## config.mk

```make
export PLATFORM = sky130hd
export DESIGN_NAME = ppm_regs
export DESIGN_NICKNAME = d
export VERILOG_FILES = /design/src/shared/ppm_pkg.sv /design/src/design/ppm_cap_word.sv /design/src/design/ppm_regs.sv /design/src/design/ppm_wake_ctl.sv
export SDC_FILE = /design/constraint.sdc
export NUM_CORES = 1
export LEC_CHECK = 0
export BUFFER_PORTS_ARGS = -buffer_cell sky130_fd_sc_hd__buf_2
export CAP_MARGIN = 20
export CORE_MARGIN = 2
export CORE_UTILIZATION = 25
export CTS_CLUSTER_SIZE = 24
export DETAILED_ROUTE_END_ITERATION = 12
export SLEW_MARGIN = 30
export SYNTH_ARGS = -nofsm -noshare
export SYNTH_HDL_FRONTEND = slang
export SYNTH_SLANG_ARGS = --single-unit
```

## constraint.sdc

```tcl
create_clock -name core_clk -period 1.95 [get_ports core_clk]
set_clock_uncertainty 0.05 [all_clocks]
set_input_delay 0.0975 -clock core_clk [delete_from_list [all_inputs] [get_ports core_clk]]
set_output_delay 0.0975 -clock core_clk [all_outputs]
set_load 0.02 [all_outputs]
```

## src/shared/ppm_pkg.sv

```systemverilog
// Power management capability register constants, types and helpers
package ppm_pkg;

    // ======================================================
    // Configuration space byte offsets
    localparam logic [7:0] PPM_CAP_OFS     = 8'h62;
    localparam logic [7:0] PPM_CSR_OFS     = 8'h64;

    // ======================================================
    // Capability word field positions
    localparam int         PPM_VER_LSB     = 0;
    localparam int         PPM_CLK_BIT     = 3;
    localparam int         PPM_RSV_BIT     = 4;
    localparam int         PPM_DSI_BIT     = 5;
    localparam int         PPM_AUX_LSB     = 6;
    localparam int         PPM_D1_BIT      = 9;
    localparam int         PPM_D2_BIT      = 10;
    localparam int         PPM_WSUP_LSB    = 11;

    // ======================================================
    // Control/status word field positions
    localparam int         PPM_PS_LSB      = 0;
    localparam int         PPM_EN_BIT      = 8;
    localparam int         PPM_SEL_LSB     = 9;
    localparam int         PPM_SCALE_LSB   = 13;
    localparam int         PPM_FLAG_BIT    = 15;

    // ======================================================
    // Fixed and reset values
    localparam logic [2:0] PPM_VERSION     = 3'h2;
    localparam logic [2:0] PPM_AUX_RST     = 3'h0;
    localparam logic [3:0] PPM_WAKE_WARM   = 4'hf;
    localparam logic       PPM_EN_RST      = 1'h0;
    localparam logic       PPM_FLAG_RST    = 1'h0;
    localparam logic       PPM_STRAP_RST   = 1'h0;

    // ======================================================
    // Types
    typedef enum logic [1:0] {
        PPM_D0,
        PPM_D1,
        PPM_D2,
        PPM_D3
    } ppm_pstate_e;

    typedef struct packed {
        logic        flag;
        logic        enable;
        ppm_pstate_e state;
    } ppm_ctrl_s;

    // Auxiliary supply current in mA for a field code
    function automatic logic [8:0] ppm_aux_ma(input logic [2:0] code);
        case (code)
            3'h7:    ppm_aux_ma = 9'h177;
            3'h6:    ppm_aux_ma = 9'h140;
            3'h5:    ppm_aux_ma = 9'h10e;
            3'h4:    ppm_aux_ma = 9'h0dc;
            3'h3:    ppm_aux_ma = 9'h0a0;
            3'h2:    ppm_aux_ma = 9'h064;
            3'h1:    ppm_aux_ma = 9'h037;
            default: ppm_aux_ma = 9'h000;
        endcase
    endfunction

endpackage

```

## src/design/ppm_cap_word.sv

```systemverilog
// Capability word: fixed fields, loaded aux field and strap-driven field
`timescale 1ns/100ps
module ppm_cap_word import ppm_pkg::*; (
    // Clock, reset, enable
    input  wire logic        core_clk,
    input  wire logic        rst,
    input  wire logic        ce,
    // Loader and strap
    input  wire logic        aux_load,
    input  wire logic [2:0]  aux_data,
    input  wire logic        cold_wake_strap,
    // Assembled word
    output logic [15:0]      cap_word
);

    logic [2:0] aux_q;
    logic       strap_q;

    // ======================================================
    // Aux field only moves on a loader strobe, never from the bus
    always_ff @(posedge core_clk) begin
        if (rst) begin
            aux_q <= PPM_AUX_RST;
        end else if (ce && aux_load) begin
            aux_q <= aux_data;
        end
    end

    // Strap is caught by the clock, after reset release
    always_ff @(posedge core_clk) begin
        if (rst) begin
            strap_q <= PPM_STRAP_RST;
        end else if (ce) begin
            strap_q <= cold_wake_strap;
        end
    end

    always_comb begin
        cap_word = 16'h0000;
        cap_word[PPM_VER_LSB +: 3]  = PPM_VERSION;
        cap_word[PPM_AUX_LSB +: 3]  = aux_q;
        cap_word[PPM_D1_BIT]        = 1'h1;
        cap_word[PPM_D2_BIT]        = 1'h1;
        cap_word[PPM_WSUP_LSB +: 5] = {strap_q, PPM_WAKE_WARM};
    end

    a_aux_load_path:
    assert property (@(posedge core_clk) disable iff (rst)
        ce && aux_load |=> cap_word[PPM_AUX_LSB +: 3] == $past(aux_data))
    else $error("aux field did not take loaded value");

endmodule

```

## src/design/ppm_regs.sv

```systemverilog
// Power management capability and control/status registers
`timescale 1ns/100ps

// Operation
// - Capability bits 2-0 always read 010 and ignore writes.
// - Capability bits 3, 4 and 5 always read zero.
// - Aux power bits 8-6 reset to 000, load from the ROM image only.
// - Aux codes 111..001 mean 375,320,270,220,160,100,55 mA; 000 none.
// - Capability bits 9 and 10 always read one.
// - Bits 15-11 read 11111 with the cold strap high, else 01111.
// - Bits 11..15 map D0,D1,D2,D3hot,D3cold; zero forbids waking there.
// - Control bits 1-0 hold the power state, written and read back.
// - In D0 DMA and link run and an active interrupt raises wake.
// - In D1 DMA stops, link runs, an active interrupt raises wake.
// - In D2/D3 DMA, link and link power request stop; link-on wakes.
// - Control bits 12-9 and 14-13 always read zero.
// - Control bit 15 clears on a written one, zero is ignored.
module ppm_regs import ppm_pkg::*; (
    // Clock, reset, enable
    input  wire logic        core_clk,
    input  wire logic        rst,
    input  wire logic        ce,
    // Configuration access
    input  wire logic        cfg_rd,
    input  wire logic        cfg_wr,
    input  wire logic [7:0]  cfg_addr,
    input  wire logic [1:0]  cfg_be,
    input  wire logic [15:0] cfg_wdata,
    output logic [15:0]      cfg_rdata,
    // ROM loader and strap
    input  wire logic        aux_load,
    input  wire logic [2:0]  aux_data,
    input  wire logic        cold_wake_strap,
    // Wake sources
    input  wire logic        intr_active,
    input  wire logic        phy_wake_indication,
    // Link power request from the link side
    input  wire logic        link_power_want,
    // Power-state controls
    output logic             dma_run,
    output logic             link_run,
    output logic             link_power_request,
    output logic [8:0]       aux_current_ma,
    // Open-drain wake pin
    output logic             wake_pin_o,
    output logic             wake_pin_oe
);

    // ======================================================
    // Internal signals
    ppm_ctrl_s   ctrl_q;
    ppm_pstate_e state_q;
    logic        en_q;
    logic        flag_q;
    logic [15:0] cap_word;
    logic [15:0] rdata_q;
    logic        wake_event;
    logic        wr_csr;
    logic        dma_run_q;
    logic        link_run_q;
    logic        lpr_q;
    logic        pin_oe_q;
    logic [8:0]  aux_ma_q;

    // Control/status word as seen by the host
    function automatic logic [15:0] csr_pack(input ppm_ctrl_s c);
        logic [15:0] w;
        w = 16'h0000;
        w[PPM_PS_LSB +: 2] = c.state;
        w[PPM_EN_BIT]      = c.enable;
        w[PPM_FLAG_BIT]    = c.flag;
        return w;
    endfunction

    // ======================================================
    // Submodules
    ppm_cap_word u_cap (
        .core_clk        (core_clk),
        .rst             (rst),
        .ce              (ce),
        .aux_load        (aux_load),
        .aux_data        (aux_data),
        .cold_wake_strap (cold_wake_strap),
        .cap_word        (cap_word)
    );

    ppm_wake_ctl u_wake (
        .core_clk            (core_clk),
        .rst                 (rst),
        .ce                  (ce),
        .state               (ctrl_q.state),
        .wake_capable_states (cap_word[PPM_WSUP_LSB +: 5]),
        .intr_active         (intr_active),
        .phy_wake_indication (phy_wake_indication),
        .wake_event          (wake_event)
    );

    // ======================================================
    // Write decode
    // Only the halfword at the control offset holds writable bits;
    // writes to the capability word are dropped.
    assign wr_csr = ce && cfg_wr && (cfg_addr == PPM_CSR_OFS);

    // ======================================================
    // Power state
    // Reset value is left open by the host contract; D0 is chosen
    // so that the controller comes up running.
    always_ff @(posedge core_clk) begin
        if (rst) begin
            state_q <= PPM_D0;
        end else if (wr_csr && cfg_be[0]) begin
            state_q <= ppm_pstate_e'(cfg_wdata[PPM_PS_LSB +: 2]);
        end
    end

    // ======================================================
    // Wake enable
    always_ff @(posedge core_clk) begin
        if (rst) begin
            en_q <= PPM_EN_RST;
        end else if (wr_csr && cfg_be[1]) begin
            en_q <= cfg_wdata[PPM_EN_BIT];
        end
    end

    // ======================================================
    // Wake flag: a wake in the same cycle as a clear wins,
    // so no event is lost to a racing acknowledge.
    always_ff @(posedge core_clk) begin
        if (rst) begin
            flag_q <= PPM_FLAG_RST;
        end else if (wake_event) begin
            flag_q <= 1'h1;
        end else if (wr_csr && cfg_be[1] && cfg_wdata[PPM_FLAG_BIT]) begin
            flag_q <= 1'h0;
        end
    end

    // ======================================================
    // Read path, one cycle latency; unmapped offsets read zero
    always_ff @(posedge core_clk) begin
        if (rst) begin
            rdata_q <= 16'h0000;
        end else if (ce && cfg_rd) begin
            case (cfg_addr)
                PPM_CAP_OFS: rdata_q <= cap_word;
                PPM_CSR_OFS: rdata_q <= csr_pack(ctrl_q);
                default:     rdata_q <= 16'h0000;
            endcase
        end
    end

    assign cfg_rdata = rdata_q;

    // Host view of the control fields; each field has its own process
    // so that no two processes write one variable
    assign ctrl_q = '{flag: flag_q, enable: en_q, state: state_q};

    // ======================================================
    // Power-state effects on DMA, link and link power request
    always_ff @(posedge core_clk) begin
        if (rst) begin
            dma_run_q <= 1'h0;
        end else if (ce) begin
            dma_run_q <= (ctrl_q.state == PPM_D0);
        end
    end

    always_ff @(posedge core_clk) begin
        if (rst) begin
            link_run_q <= 1'h0;
        end else if (ce) begin
            link_run_q <= ctrl_q.state inside {PPM_D0, PPM_D1};
        end
    end

    always_ff @(posedge core_clk) begin
        if (rst) begin
            lpr_q <= 1'h0;
        end else if (ce) begin
            lpr_q <= link_power_want
                     && ctrl_q.state inside {PPM_D0, PPM_D1};
        end
    end

    // ======================================================
    // Wake pin: drives low only while flag and enable are both set
    always_ff @(posedge core_clk) begin
        if (rst) begin
            pin_oe_q <= 1'h0;
        end else if (ce) begin
            pin_oe_q <= ctrl_q.flag && ctrl_q.enable;
        end
    end

    // ======================================================
    // Aux current report for the board power controller
    always_ff @(posedge core_clk) begin
        if (rst) begin
            aux_ma_q <= 9'h000;
        end else if (ce) begin
            aux_ma_q <= ppm_aux_ma(cap_word[PPM_AUX_LSB +: 3]);
        end
    end

    assign dma_run            = dma_run_q;
    assign link_run           = link_run_q;
    assign link_power_request = lpr_q;
    assign aux_current_ma     = aux_ma_q;
    assign wake_pin_o         = 1'h0;
    assign wake_pin_oe        = pin_oe_q;

    // ======================================================
    // Checks
    a_cap_version:
    assert property (@(posedge core_clk) disable iff (rst)
        ce && cfg_rd && cfg_addr == PPM_CAP_OFS
        |=> cfg_rdata[PPM_VER_LSB +: 3] == PPM_VERSION)
    else $error("capability version wrong");

    a_cap_zero_bits:
    assert property (@(posedge core_clk) disable iff (rst)
        ce && cfg_rd && cfg_addr == PPM_CAP_OFS
        |=> cfg_rdata[PPM_DSI_BIT:PPM_CLK_BIT] == 3'h0)
    else $error("capability bits 5-3 not zero");

    a_d1_d2_support:
    assert property (@(posedge core_clk) disable iff (rst)
        cap_word[PPM_D2_BIT:PPM_D1_BIT] == 2'h3)
    else $error("D1/D2 support bits not set");

    a_strap_to_field:
    assert property (@(posedge core_clk) disable iff (rst)
        ce ##1 ce |=> cap_word[PPM_WSUP_LSB +: 5]
                     == {$past(cold_wake_strap), PPM_WAKE_WARM})
    else $error("wake-capable field does not follow strap");

    a_aux_report:
    assert property (@(posedge core_clk) disable iff (rst)
        ce && cap_word[PPM_AUX_LSB +: 3] == 3'h7 |=> aux_current_ma == 9'h177)
    else $error("aux current report wrong");

    a_state_write:
    assert property (@(posedge core_clk) disable iff (rst)
        wr_csr && cfg_be[0] ##1 ce && cfg_rd && cfg_addr == PPM_CSR_OFS
        |=> cfg_rdata[PPM_PS_LSB +: 2] == $past(cfg_wdata[1:0], 2))
    else $error("power state not read back");

    a_dma_gate:
    assert property (@(posedge core_clk) disable iff (rst)
        ce |=> dma_run == ($past(ctrl_q.state) == PPM_D0))
    else $error("DMA run does not follow D0");

    a_link_gate:
    assert property (@(posedge core_clk) disable iff (rst)
        ce && ctrl_q.state == PPM_D1 |=> link_run && !dma_run)
    else $error("D1 link/DMA gating wrong");

    a_low_state_lpr:
    assert property (@(posedge core_clk) disable iff (rst)
        ce && ctrl_q.state inside {PPM_D2, PPM_D3}
        |=> !link_power_request && !link_run)
    else $error("link power request alive in D2/D3");

    a_csr_reserved:
    assert property (@(posedge core_clk) disable iff (rst)
        ce && cfg_rd && cfg_addr == PPM_CSR_OFS
        |=> cfg_rdata[7:2] == 6'h00 && cfg_rdata[14:9] == 6'h00)
    else $error("reserved control bits not zero");

    a_enable_write:
    assert property (@(posedge core_clk) disable iff (rst)
        wr_csr && cfg_be[1] |=> ctrl_q.enable == $past(cfg_wdata[PPM_EN_BIT]))
    else $error("wake enable not written");

    a_flag_clear:
    assert property (@(posedge core_clk) disable iff (rst)
        wr_csr && cfg_be[1] && cfg_wdata[PPM_FLAG_BIT] && !wake_event
        |=> !ctrl_q.flag)
    else $error("flag not cleared by written one");

    a_flag_set_wins:
    assert property (@(posedge core_clk) disable iff (rst)
        wake_event |=> ctrl_q.flag)
    else $error("wake event lost");

    a_pin_drive:
    assert property (@(posedge core_clk) disable iff (rst)
        ce |=> wake_pin_oe == ($past(ctrl_q.flag) && $past(ctrl_q.enable)))
    else $error("wake pin drive mismatch");

    a_zero_keeps_flag:
    assert property (@(posedge core_clk) disable iff (rst)
        wr_csr && !cfg_wdata[PPM_FLAG_BIT] && !wake_event
        |=> ctrl_q.flag == $past(ctrl_q.flag))
    else $error("flag changed by written zero");

    a_lpr_follows_want:
    assert property (@(posedge core_clk) disable iff (rst)
        ce && ctrl_q.state inside {PPM_D0, PPM_D1}
        |=> link_power_request == $past(link_power_want))
    else $error("link power request does not follow link side");

    a_freeze_holds:
    assert property (@(posedge core_clk) disable iff (rst)
        !ce |=> ctrl_q == $past(ctrl_q) && cfg_rdata == $past(cfg_rdata))
    else $error("state moved while clock enable low");

endmodule

```

## src/design/ppm_wake_ctl.sv

```systemverilog
// Wake condition selection by power state
`timescale 1ns/100ps
module ppm_wake_ctl import ppm_pkg::*; (
    // Clock, reset, enable
    input  wire logic        core_clk,
    input  wire logic        rst,
    input  wire logic        ce,
    // Context
    input  ppm_pstate_e      state,
    input  wire logic [4:0]  wake_capable_states,
    // Sources
    input  wire logic        intr_active,
    input  wire logic        phy_wake_indication,
    // Event
    output logic             wake_event
);

    logic phy_q;
    logic cond;

    always_ff @(posedge core_clk) begin
        if (rst) begin
            phy_q <= 1'h0;
        end else if (ce) begin
            phy_q <= phy_wake_indication;
        end
    end

    // ======================================================
    // D3 can only be D3hot while this logic is powered
    always_comb begin
        case (state)
            PPM_D0:  cond = intr_active
                         && wake_capable_states[0];
            PPM_D1:  cond = intr_active
                         && wake_capable_states[1];
            PPM_D2:  cond = phy_wake_indication
                         && !phy_q && wake_capable_states[2];
            PPM_D3:  cond = phy_wake_indication
                         && !phy_q && wake_capable_states[3];
            default: cond = 1'h0;
        endcase
        wake_event = ce && cond;
    end

    a_link_on_edge:
    assert property (@(posedge core_clk) disable iff (rst)
        ce && state inside {PPM_D2, PPM_D3}
        && $rose(phy_wake_indication) |-> wake_event)
    else $error("link-on edge in low state gave no wake");

endmodule

```

==> results of run 1 <==
[cells by family after synthesis]
family | Yosys count
AOI/OAI and AO/OA | 32
xor gates and xnor gates | 1
other | 1
buffers and inverters | 21
DFF | 29
muxes | 6
and+or+nand+nor | 61
[through the flow]
| step | total power (W) | area (um^2) | instances |
|---|---|---|---|
| floorplan | 0.0007423 | 1375 | 155 |
| global placement | 0.0007922 | 1624 | 259 |
| detailed placement | 0.0007939 | 1624 | 259 |
| CTS | 0.001292 | 1740 | 269 |
| global route | 0.001332 | 1740 | 269 |
| finish | 0.001267 | 1740 | 269 |
[placed cells by master, fill, tap and decap left out, types with 3 or more instances in the layout]
cell type | synthesis | routed
mux2i_1 | 5 | 5
nor2b_1 | 4 | 4
clkbuf_8 | 0 | 6
nand2b_1 | 10 | 10
a22o_1 | 5 | 5
dfxtp_1 | 29 | 29
dlygate4sd3_1 | 0 | 3
a21oi_1 | 12 | 12
buf_2 | 0 | 51
a211oi_1 | 4 | 4
conb_1 | 1 | 5
nand3_1 | 5 | 5
nor2_1 | 11 | 11
nand2_1 | 16 | 16
[power groups by stage]
stage                     clock network (W)  logic (W)  registers (W)
final                              0.000483   0.000156       0.000629
after global routing               0.000524   0.000176       0.000632
after CTS                          0.000506   0.000158       0.000628
after detailed placement                  0   0.000153       0.000641
after global placement                    0   0.000152       0.000640
after floorplan                           0  0.0000945       0.000648
[tightest hold or removal path: cells and delay by family]
kind | cells | cell delay (ns)
buf+inv | 1 | 0.09
simple gates | 1 | 0.05
mux | 1 | 0.06
[timing repair]
action | CTS | global route
hold buffers | 3 | 0
buffers inserted | 0 | 0
endpoints found under the hold margin | 4 | 0
[worst min-delay path by stage]
stage | startpoint | slack [ns] | endpoint | cells after the start
2_1_floorplan | cfg_wdata[15] | 0.16 | flag_q | 1
3_3_place_gp | cfg_wdata[15] | 0.27 | flag_q | 2
3_5_place_dp | cfg_wdata[15] | 0.26 | flag_q | 2
6_report | cfg_wdata[1] | 0.02 | state_q[1] | 3
5_1_grt | cfg_wdata[0] | 0.03 | state_q[0] | 3
4_1_cts | cfg_wdata[1] | 0.02 | state_q[1] | 3
[flip-flops by register name, indices dropped and copies added (netlist names), 2 cells and up]
register	count
u_cap.aux_q	3
state_q	2
aux_current_ma	9
cfg_rdata	7
[routing by layer]
metal  vias up  part of all wire  wire, um
met2        38              0.41      1271
met4         0             0.014        42
met5         -                 0         0
li1        617                 -         -
met3         4             0.081       251
met1       512              0.49      1527
[layout make-up]
type                       count  area [um^2]  area share
clock buffer                   7        86.33     0.04960
inverter                       2        7.507    0.004313
multi-input combinational    105        678.2      0.3896
sequential                    29        580.6      0.3336
tap                           70        87.58     0.05032
timing repair buffer          56        300.3      0.1725
==> results by group, run 1 <==
Global routing
  • Global route overflow: 0
  • Vias in the first global route: 1,130
  • Largest net degree at the start of global routing: 26
  • GR Layer Usage met1: 0.1402
  • Grt met3 use: 0.04651
  • First-pass GRT wire length: 5306 um
  • Initial antenna violation count: 0
  • Total Routing Usage GR: 0.1106
  • GRT busiest layer: met2
  • GRT met2 Usage: 0.1629

CTS
  • CTS root buffer: clkbuf_8
  • CTS Buf Count: 5
  • CTS tree: done
  • Post_cts resized: 0
  • CTS Buffer Depth: 2
  • CTS clock-pin slew for the worst setup and hold paths: 0.06 ns
  • H-Tree Depth: 2
  • Sink Count: 29
  • Clock insertion delay at the later pin of the skew report: 0.27 ns

Yosys
  • Mapped Area: 1360 um^2
  • XOR/XNOR Fraction of Synth Area: 0.006440
  • Post-synthesis simple-gate area fraction: 0.2659
  • Seq cells post-synth: 29
  • Dominant cell type by area after synthesis: dfxtp_1
  • Synth Instances: 151
  • Synth area leaders: dfxtp_1 43%, buf_4 5.5%, nand2b_1 4.6%
  • Top-count cell post-synth: dfxtp_1
  • Async SR Flop Fraction: 0
  • Post-synthesis compound-gate area fraction: 0.1674
  • Largest family of logic cells by synthesized area: simple AND/OR/NAND/NOR gates
  • EDFF count, synth: 0
  • Top FF cell, synth: dfxtp_1
  • Post-synthesis sequential area ratio: 0.4269
  • Mux contribution to synthesized area: 0.04508
  • Synthesis Warnings: 0
  • Cell variety after synth: 33
  • Post-synth top cells: 29 x dfxtp_1, 16 x nand2_1, 12 x a21oi_1
  • Adder-Cell Fraction of Synth Area: 0
  • Area share of the largest cell type after synthesis: 0.4269
  • Avg Inst Size Synth: 9.007 um^2

Worst setup path
  • Crit path depth: 3
  • Reg2reg start: u_cap.aux_q[0]
  • WP data required: 2.09 ns
  • Critical path arrival: 1.47 ns
  • Crit-path slowest cell: dfxtp_1
  • Worst Setup SP: u_cap.aux_q[0]
  • Delay-heaviest family, CP: flip-flops
  • Crit path capture: aux_current_ma[7]
  • Worst reg2reg path depth: 3
  • Internal reg-to-reg setup slack: 0.62 ns
  • CP Max Fanout: 11
  • Max stage delay on crit path: 0.56 ns
  • Crit-path cells: nand2_1, or2_2, a311oi_1
  • Startpoint types: flop
  • WS Path Type: flop to flop
  • CP endpoint kind: flop
  • R2r endpoint: aux_current_ma[7]
  • Buffers & Inverters on Critical Path: 0

Power
  • Sequential share of power: 0.496
  • Net switching power: 0.0003106 W
  • Worst IR Drop VDD: 0.2146 mV
  • Combinational share of power: 0.123
  • Sw Share: 0.2452
  • Pwr dens: 727.9 nW/um^2
  • Leak Pwr: 0.7602 nW
  • Internal: 0.0009562 W
  • Clock Power Share: 0.381

STA
  • Fin crit share: 0.6818
  • Final setup violation count: 0
  • Fin crit period: 1.329 ns
  • Slew Limit Fails: 0
  • RSZ-0062 raised after global routing: no
  • Setup TNS: 0 ns
  • Min Hold Slack: 0.02317 ns
  • F_max: 752.2 MHz
  • Worst setup margin: 0.6205 ns
  • Final Hold Fails: 0

Detailed routing
  • DRT antenna net count: 0
  • Vias: 1,171
  • First-pass DRT Iterations: 4
  • Drt drc: 0
  • Routed len/inst: 11.49 um
  • Final wirelength: 3092 um
  • Initial DRC count: 51
  • Post-DR vias/cell: 4.353

Status
  • Status: finished, final reports clean

Final layout
  • Ant. Diodes: 0
  • Final #Nets: 238
  • Area Growth Syn to Fin: 27.97%
  • Final core utilization: 0.3365
  • Share of cells above drive strength 1: 0.3317
  • Filler cell count: 552

Floorplan
  • Row count: 26
  • Die width: 77.76 um
  • Core Area: 5172 um^2
  • Die H: 77.76 um
  • I/O Pins: 69
  • Die Area: 6046 um^2
  • Initial Utilization: 0.2629

Placement
  • HPWL after DPL: 2258 um
  • IO buf count: 51
  • GPL Wtd Cong: 0.7205
  • Pre-CTS setup slack: 0.4731 ns

Hold path
  • Worst hold path type: primary input to flop

Flow run
  • Max-capacitance violation count: 0
Power figures use the tool's default switching activity.
==> run 2, diff against run 1 <==
--- a/config.mk
+++ b/config.mk
@@ -5,6 +5,7 @@
 export SDC_FILE = /design/constraint.sdc
 export NUM_CORES = 1
 export LEC_CHECK = 0
+export ABC_AREA = 1
 export BUFFER_PORTS_ARGS = -buffer_cell sky130_fd_sc_hd__buf_2
 export CAP_MARGIN = 20
 export CORE_MARGIN = 2
==> constraint.sdc (replaced) <==
create_clock -name core_clk -period 1.2 [get_ports core_clk]
set_clock_uncertainty 0.05 [all_clocks]
set_input_delay 0.06 -clock core_clk [delete_from_list [all_inputs] [get_ports core_clk]]
set_output_delay 0.06 -clock core_clk [all_outputs]
set_load 0.02 [all_outputs]
==> run 2 against run 1 <==
  * Sequential cell count stayed put
  * Worst setup slack lost 0.48 ns
  * Worst hold slack got worse by 0.0093 ns
==> results by group, run 2 <==
Placement
  • HPWL after DPL: 2358 um
  • Pre-CTS setup slack: 0.1613 ns
  • GPL Wtd Cong: 0.7676
  • IO buf count: 51

Yosys
  • Seq cells post-synth: 29
  • XOR/XNOR Fraction of Synth Area: 0
  • Synth Instances: 178
  • Post-synth top cells: 40 x nand2_1, 29 x dfxtp_1, 21 x a21oi_1
  • Area share of the largest cell type after synthesis: 0.4349
  • Largest family of logic cells by synthesized area: simple AND/OR/NAND/NOR gates
  • Post-synthesis compound-gate area fraction: 0.1575
  • Adder-Cell Fraction of Synth Area: 0
  • Mux contribution to synthesized area: 0
  • Top FF cell, synth: dfxtp_1
  • Async SR Flop Fraction: 0
  • Post-synthesis sequential area ratio: 0.4349
  • Top-count cell post-synth: nand2_1
  • Cell variety after synth: 23
  • Mapped Area: 1335 um^2
  • Synthesis Warnings: 0
  • Avg Inst Size Synth: 7.500 um^2
  • EDFF count, synth: 0
  • Synth area leaders: dfxtp_1 43%, nand2_1 11%, a21oi_1 7.9%
  • Dominant cell type by area after synthesis: dfxtp_1
  • Post-synthesis simple-gate area fraction: 0.2784

Global routing
  • Total Routing Usage GR: 0.1115
  • Vias in the first global route: 1,234
  • Global route overflow: 0
  • Initial antenna violation count: 0
  • First-pass GRT wire length: 5368 um
  • Largest net degree at the start of global routing: 20

STA
  • Slew Limit Fails: 0
  • Min Hold Slack: 0.01390 ns
  • Setup TNS: 0 ns
  • Final Hold Fails: 0
  • Fin crit period: 1.055 ns
  • Final setup violation count: 0
  • F_max: 948.1 MHz
  • RSZ-0062 raised after global routing: no
  • Fin crit share: 0.8789
  • Worst setup margin: 0.1453 ns

CTS
  • CTS clock-pin slew for the worst setup and hold paths: 0.06 ns
  • CTS tree: done
  • CTS Buffer Depth: 2
  • CTS Buf Count: 5
  • Clock insertion delay at the later pin of the skew report: 0.27 ns
  • H-Tree Depth: 2
  • Sink Count: 29
  • CTS root buffer: clkbuf_8

Worst setup path
  • WS Path Type: flop to flop
  • Delay-heaviest family, CP: flip-flops
  • Crit-path cells: inv_1, nand2_1, o21ai_0, o21ai_0, inv_1
  • WP data required: 1.32 ns
  • Critical path arrival: 1.17 ns
  • Crit-path slowest cell: dfxtp_1
  • Buffers & Inverters on Critical Path: 2
  • Max stage delay on crit path: 0.40 ns
  • CP Max Fanout: 5
  • CP endpoint kind: flop
  • Startpoint types: flop

Final layout
  • Area Growth Syn to Fin: 29.71%
  • Ant. Diodes: 0
  • Filler cell count: 580
  • Max FFs per register: 9
  • Final #Nets: 272
  • Most frequent cells in the layout: 51 x buf_2, 40 x nand2_1, 29 x dfxtp_1, 21 x a21oi_1
  • Share of cells above drive strength 1: 0.3034
  • Commonest non-fill, non-tap cell in the layout: buf_2

Floorplan
  • I/O Pins: 69
  • Die Area: 5941 um^2
  • Core Area: 5140 um^2
  • Row count: 26
  • Initial Utilization: 0.2597
  • Die H: 77.08 um
  • Die width: 77.08 um

Power
  • Internal: 0.001514 W
  • Pwr dens: 1179 nW/um^2
  • Combinational share of power: 0.132
  • Net switching power: 0.0005271 W
  • Sequential share of power: 0.502
  • Clock Power Share: 0.366
  • Sw Share: 0.2582
  • Leak Pwr: 0.8701 nW
  • Worst IR Drop VDD: 0.4228 mV

Detailed routing
  • DRT antenna net count: 0
  • Post-DR vias/cell: 4.237
  • Drt drc: 0
  • First-pass DRT Iterations: 4
  • Initial DRC count: 40
  • Vias: 1,288
  • Final wirelength: 3144 um
  • Routed len/inst: 10.34 um

Status
  • Status: finished, final reports clean

Flow run
  • Max-capacitance violation count: 0

Hold path
  • Worst hold path type: primary input to flop
-- run 2: cell count changes in the layout (fill, tap and decap cells not counted), sizes merged, moves of 7 or more --
cell    delta
nand2     +27
inv       +15
o21ai     +13
a21oi     +11
nand2b    -10
nand3      +8
nor2       +7
-- run 2: logic make-up after synthesis --
kind of cell           count (synthesis)
other                                  1
buffers and inverters                 31
and+or+nand+nor                       78
AOI/OAI and AO/OA                     39
DFF                                   29
-- run 2: path summary, 6_finish.rpt --
| kind | from | to | slack, ns | cells after the start |
|---|---|---|---|---|
| worst max-delay path | u_cap.aux_q[1] | aux_current_ma[1] | 0.15 | 5 |
| worst min-delay path | cfg_wdata[1] | state_q[1] | 0.01 | 3 |
| worst max register to register | u_cap.aux_q[1] | aux_current_ma[1] | 0.15 | 5 |
| worst min register to register | u_wake.phy_q | u_wake.phy_q | 0.41 | 2 |
-- run 2: worst min-delay path: stages --
cell	delay [ns]
buf_2	0.09
nand4_1	0.07
a21oi_1	0.06
-- run 2: power by group through the flow --
stage / sequential [W] / clock (W) / combinational (W)
finish: 0.00102 / 0.000747 / 0.000270
global route: 0.00103 / 0.000816 / 0.000304
CTS: 0.00102 / 0.000775 / 0.000274
detailed placement: 0.00105 / 0 / 0.000266
global placement: 0.00104 / 0 / 0.000265
floorplan: 0.00107 / 0 / 0.000147
-- run 2: cell type report --
cell class / instances / area (um^2) / area share
well taps: 70 / 87.58 / 0.05058
repair buffers: 59 / 322.8 / 0.1864
multi-input cells: 122 / 600.6 / 0.3468
flip-flops and latches: 29 / 580.6 / 0.3353
clock buffers: 8 / 80.08 / 0.04624
inverters: 16 / 60.06 / 0.03468
-- run 2: layer usage --
metal  routed length (um)  up-vias  track usage
met5                    0        -            0
met4                   40        0      0.03214
met3                  259        6      0.04235
met2                 1361       46       0.1825
met1                 1482      559       0.1365
li1                     -      677            -
-- run 2: repair_timing --
| action | in CTS | in global routing |
|---|---|---|
| hold buffers | 3 | 0 |
| hold endpoints to repair | 3 | 0 |
| gates resized for setup | 0 | 0 |
| buffers inserted | 0 | 0 |
-- run 2: per-stage QoR --
stage / total power [W] / std cells / utilization / instance area [um^2]
2_1_floorplan: 0.001219 / 182 / - / 1350
3_3_place_gp: 0.001309 / 293 / 0.3155 / 1622
3_5_place_dp: 0.001311 / 293 / 0.3155 / 1622
4_1_cts: 0.002073 / 304 / 0.3369 / 1732
5_1_grt: 0.002149 / 304 / 0.3369 / 1732
6_report: 0.002041 / 304 / 0.3369 / 1732
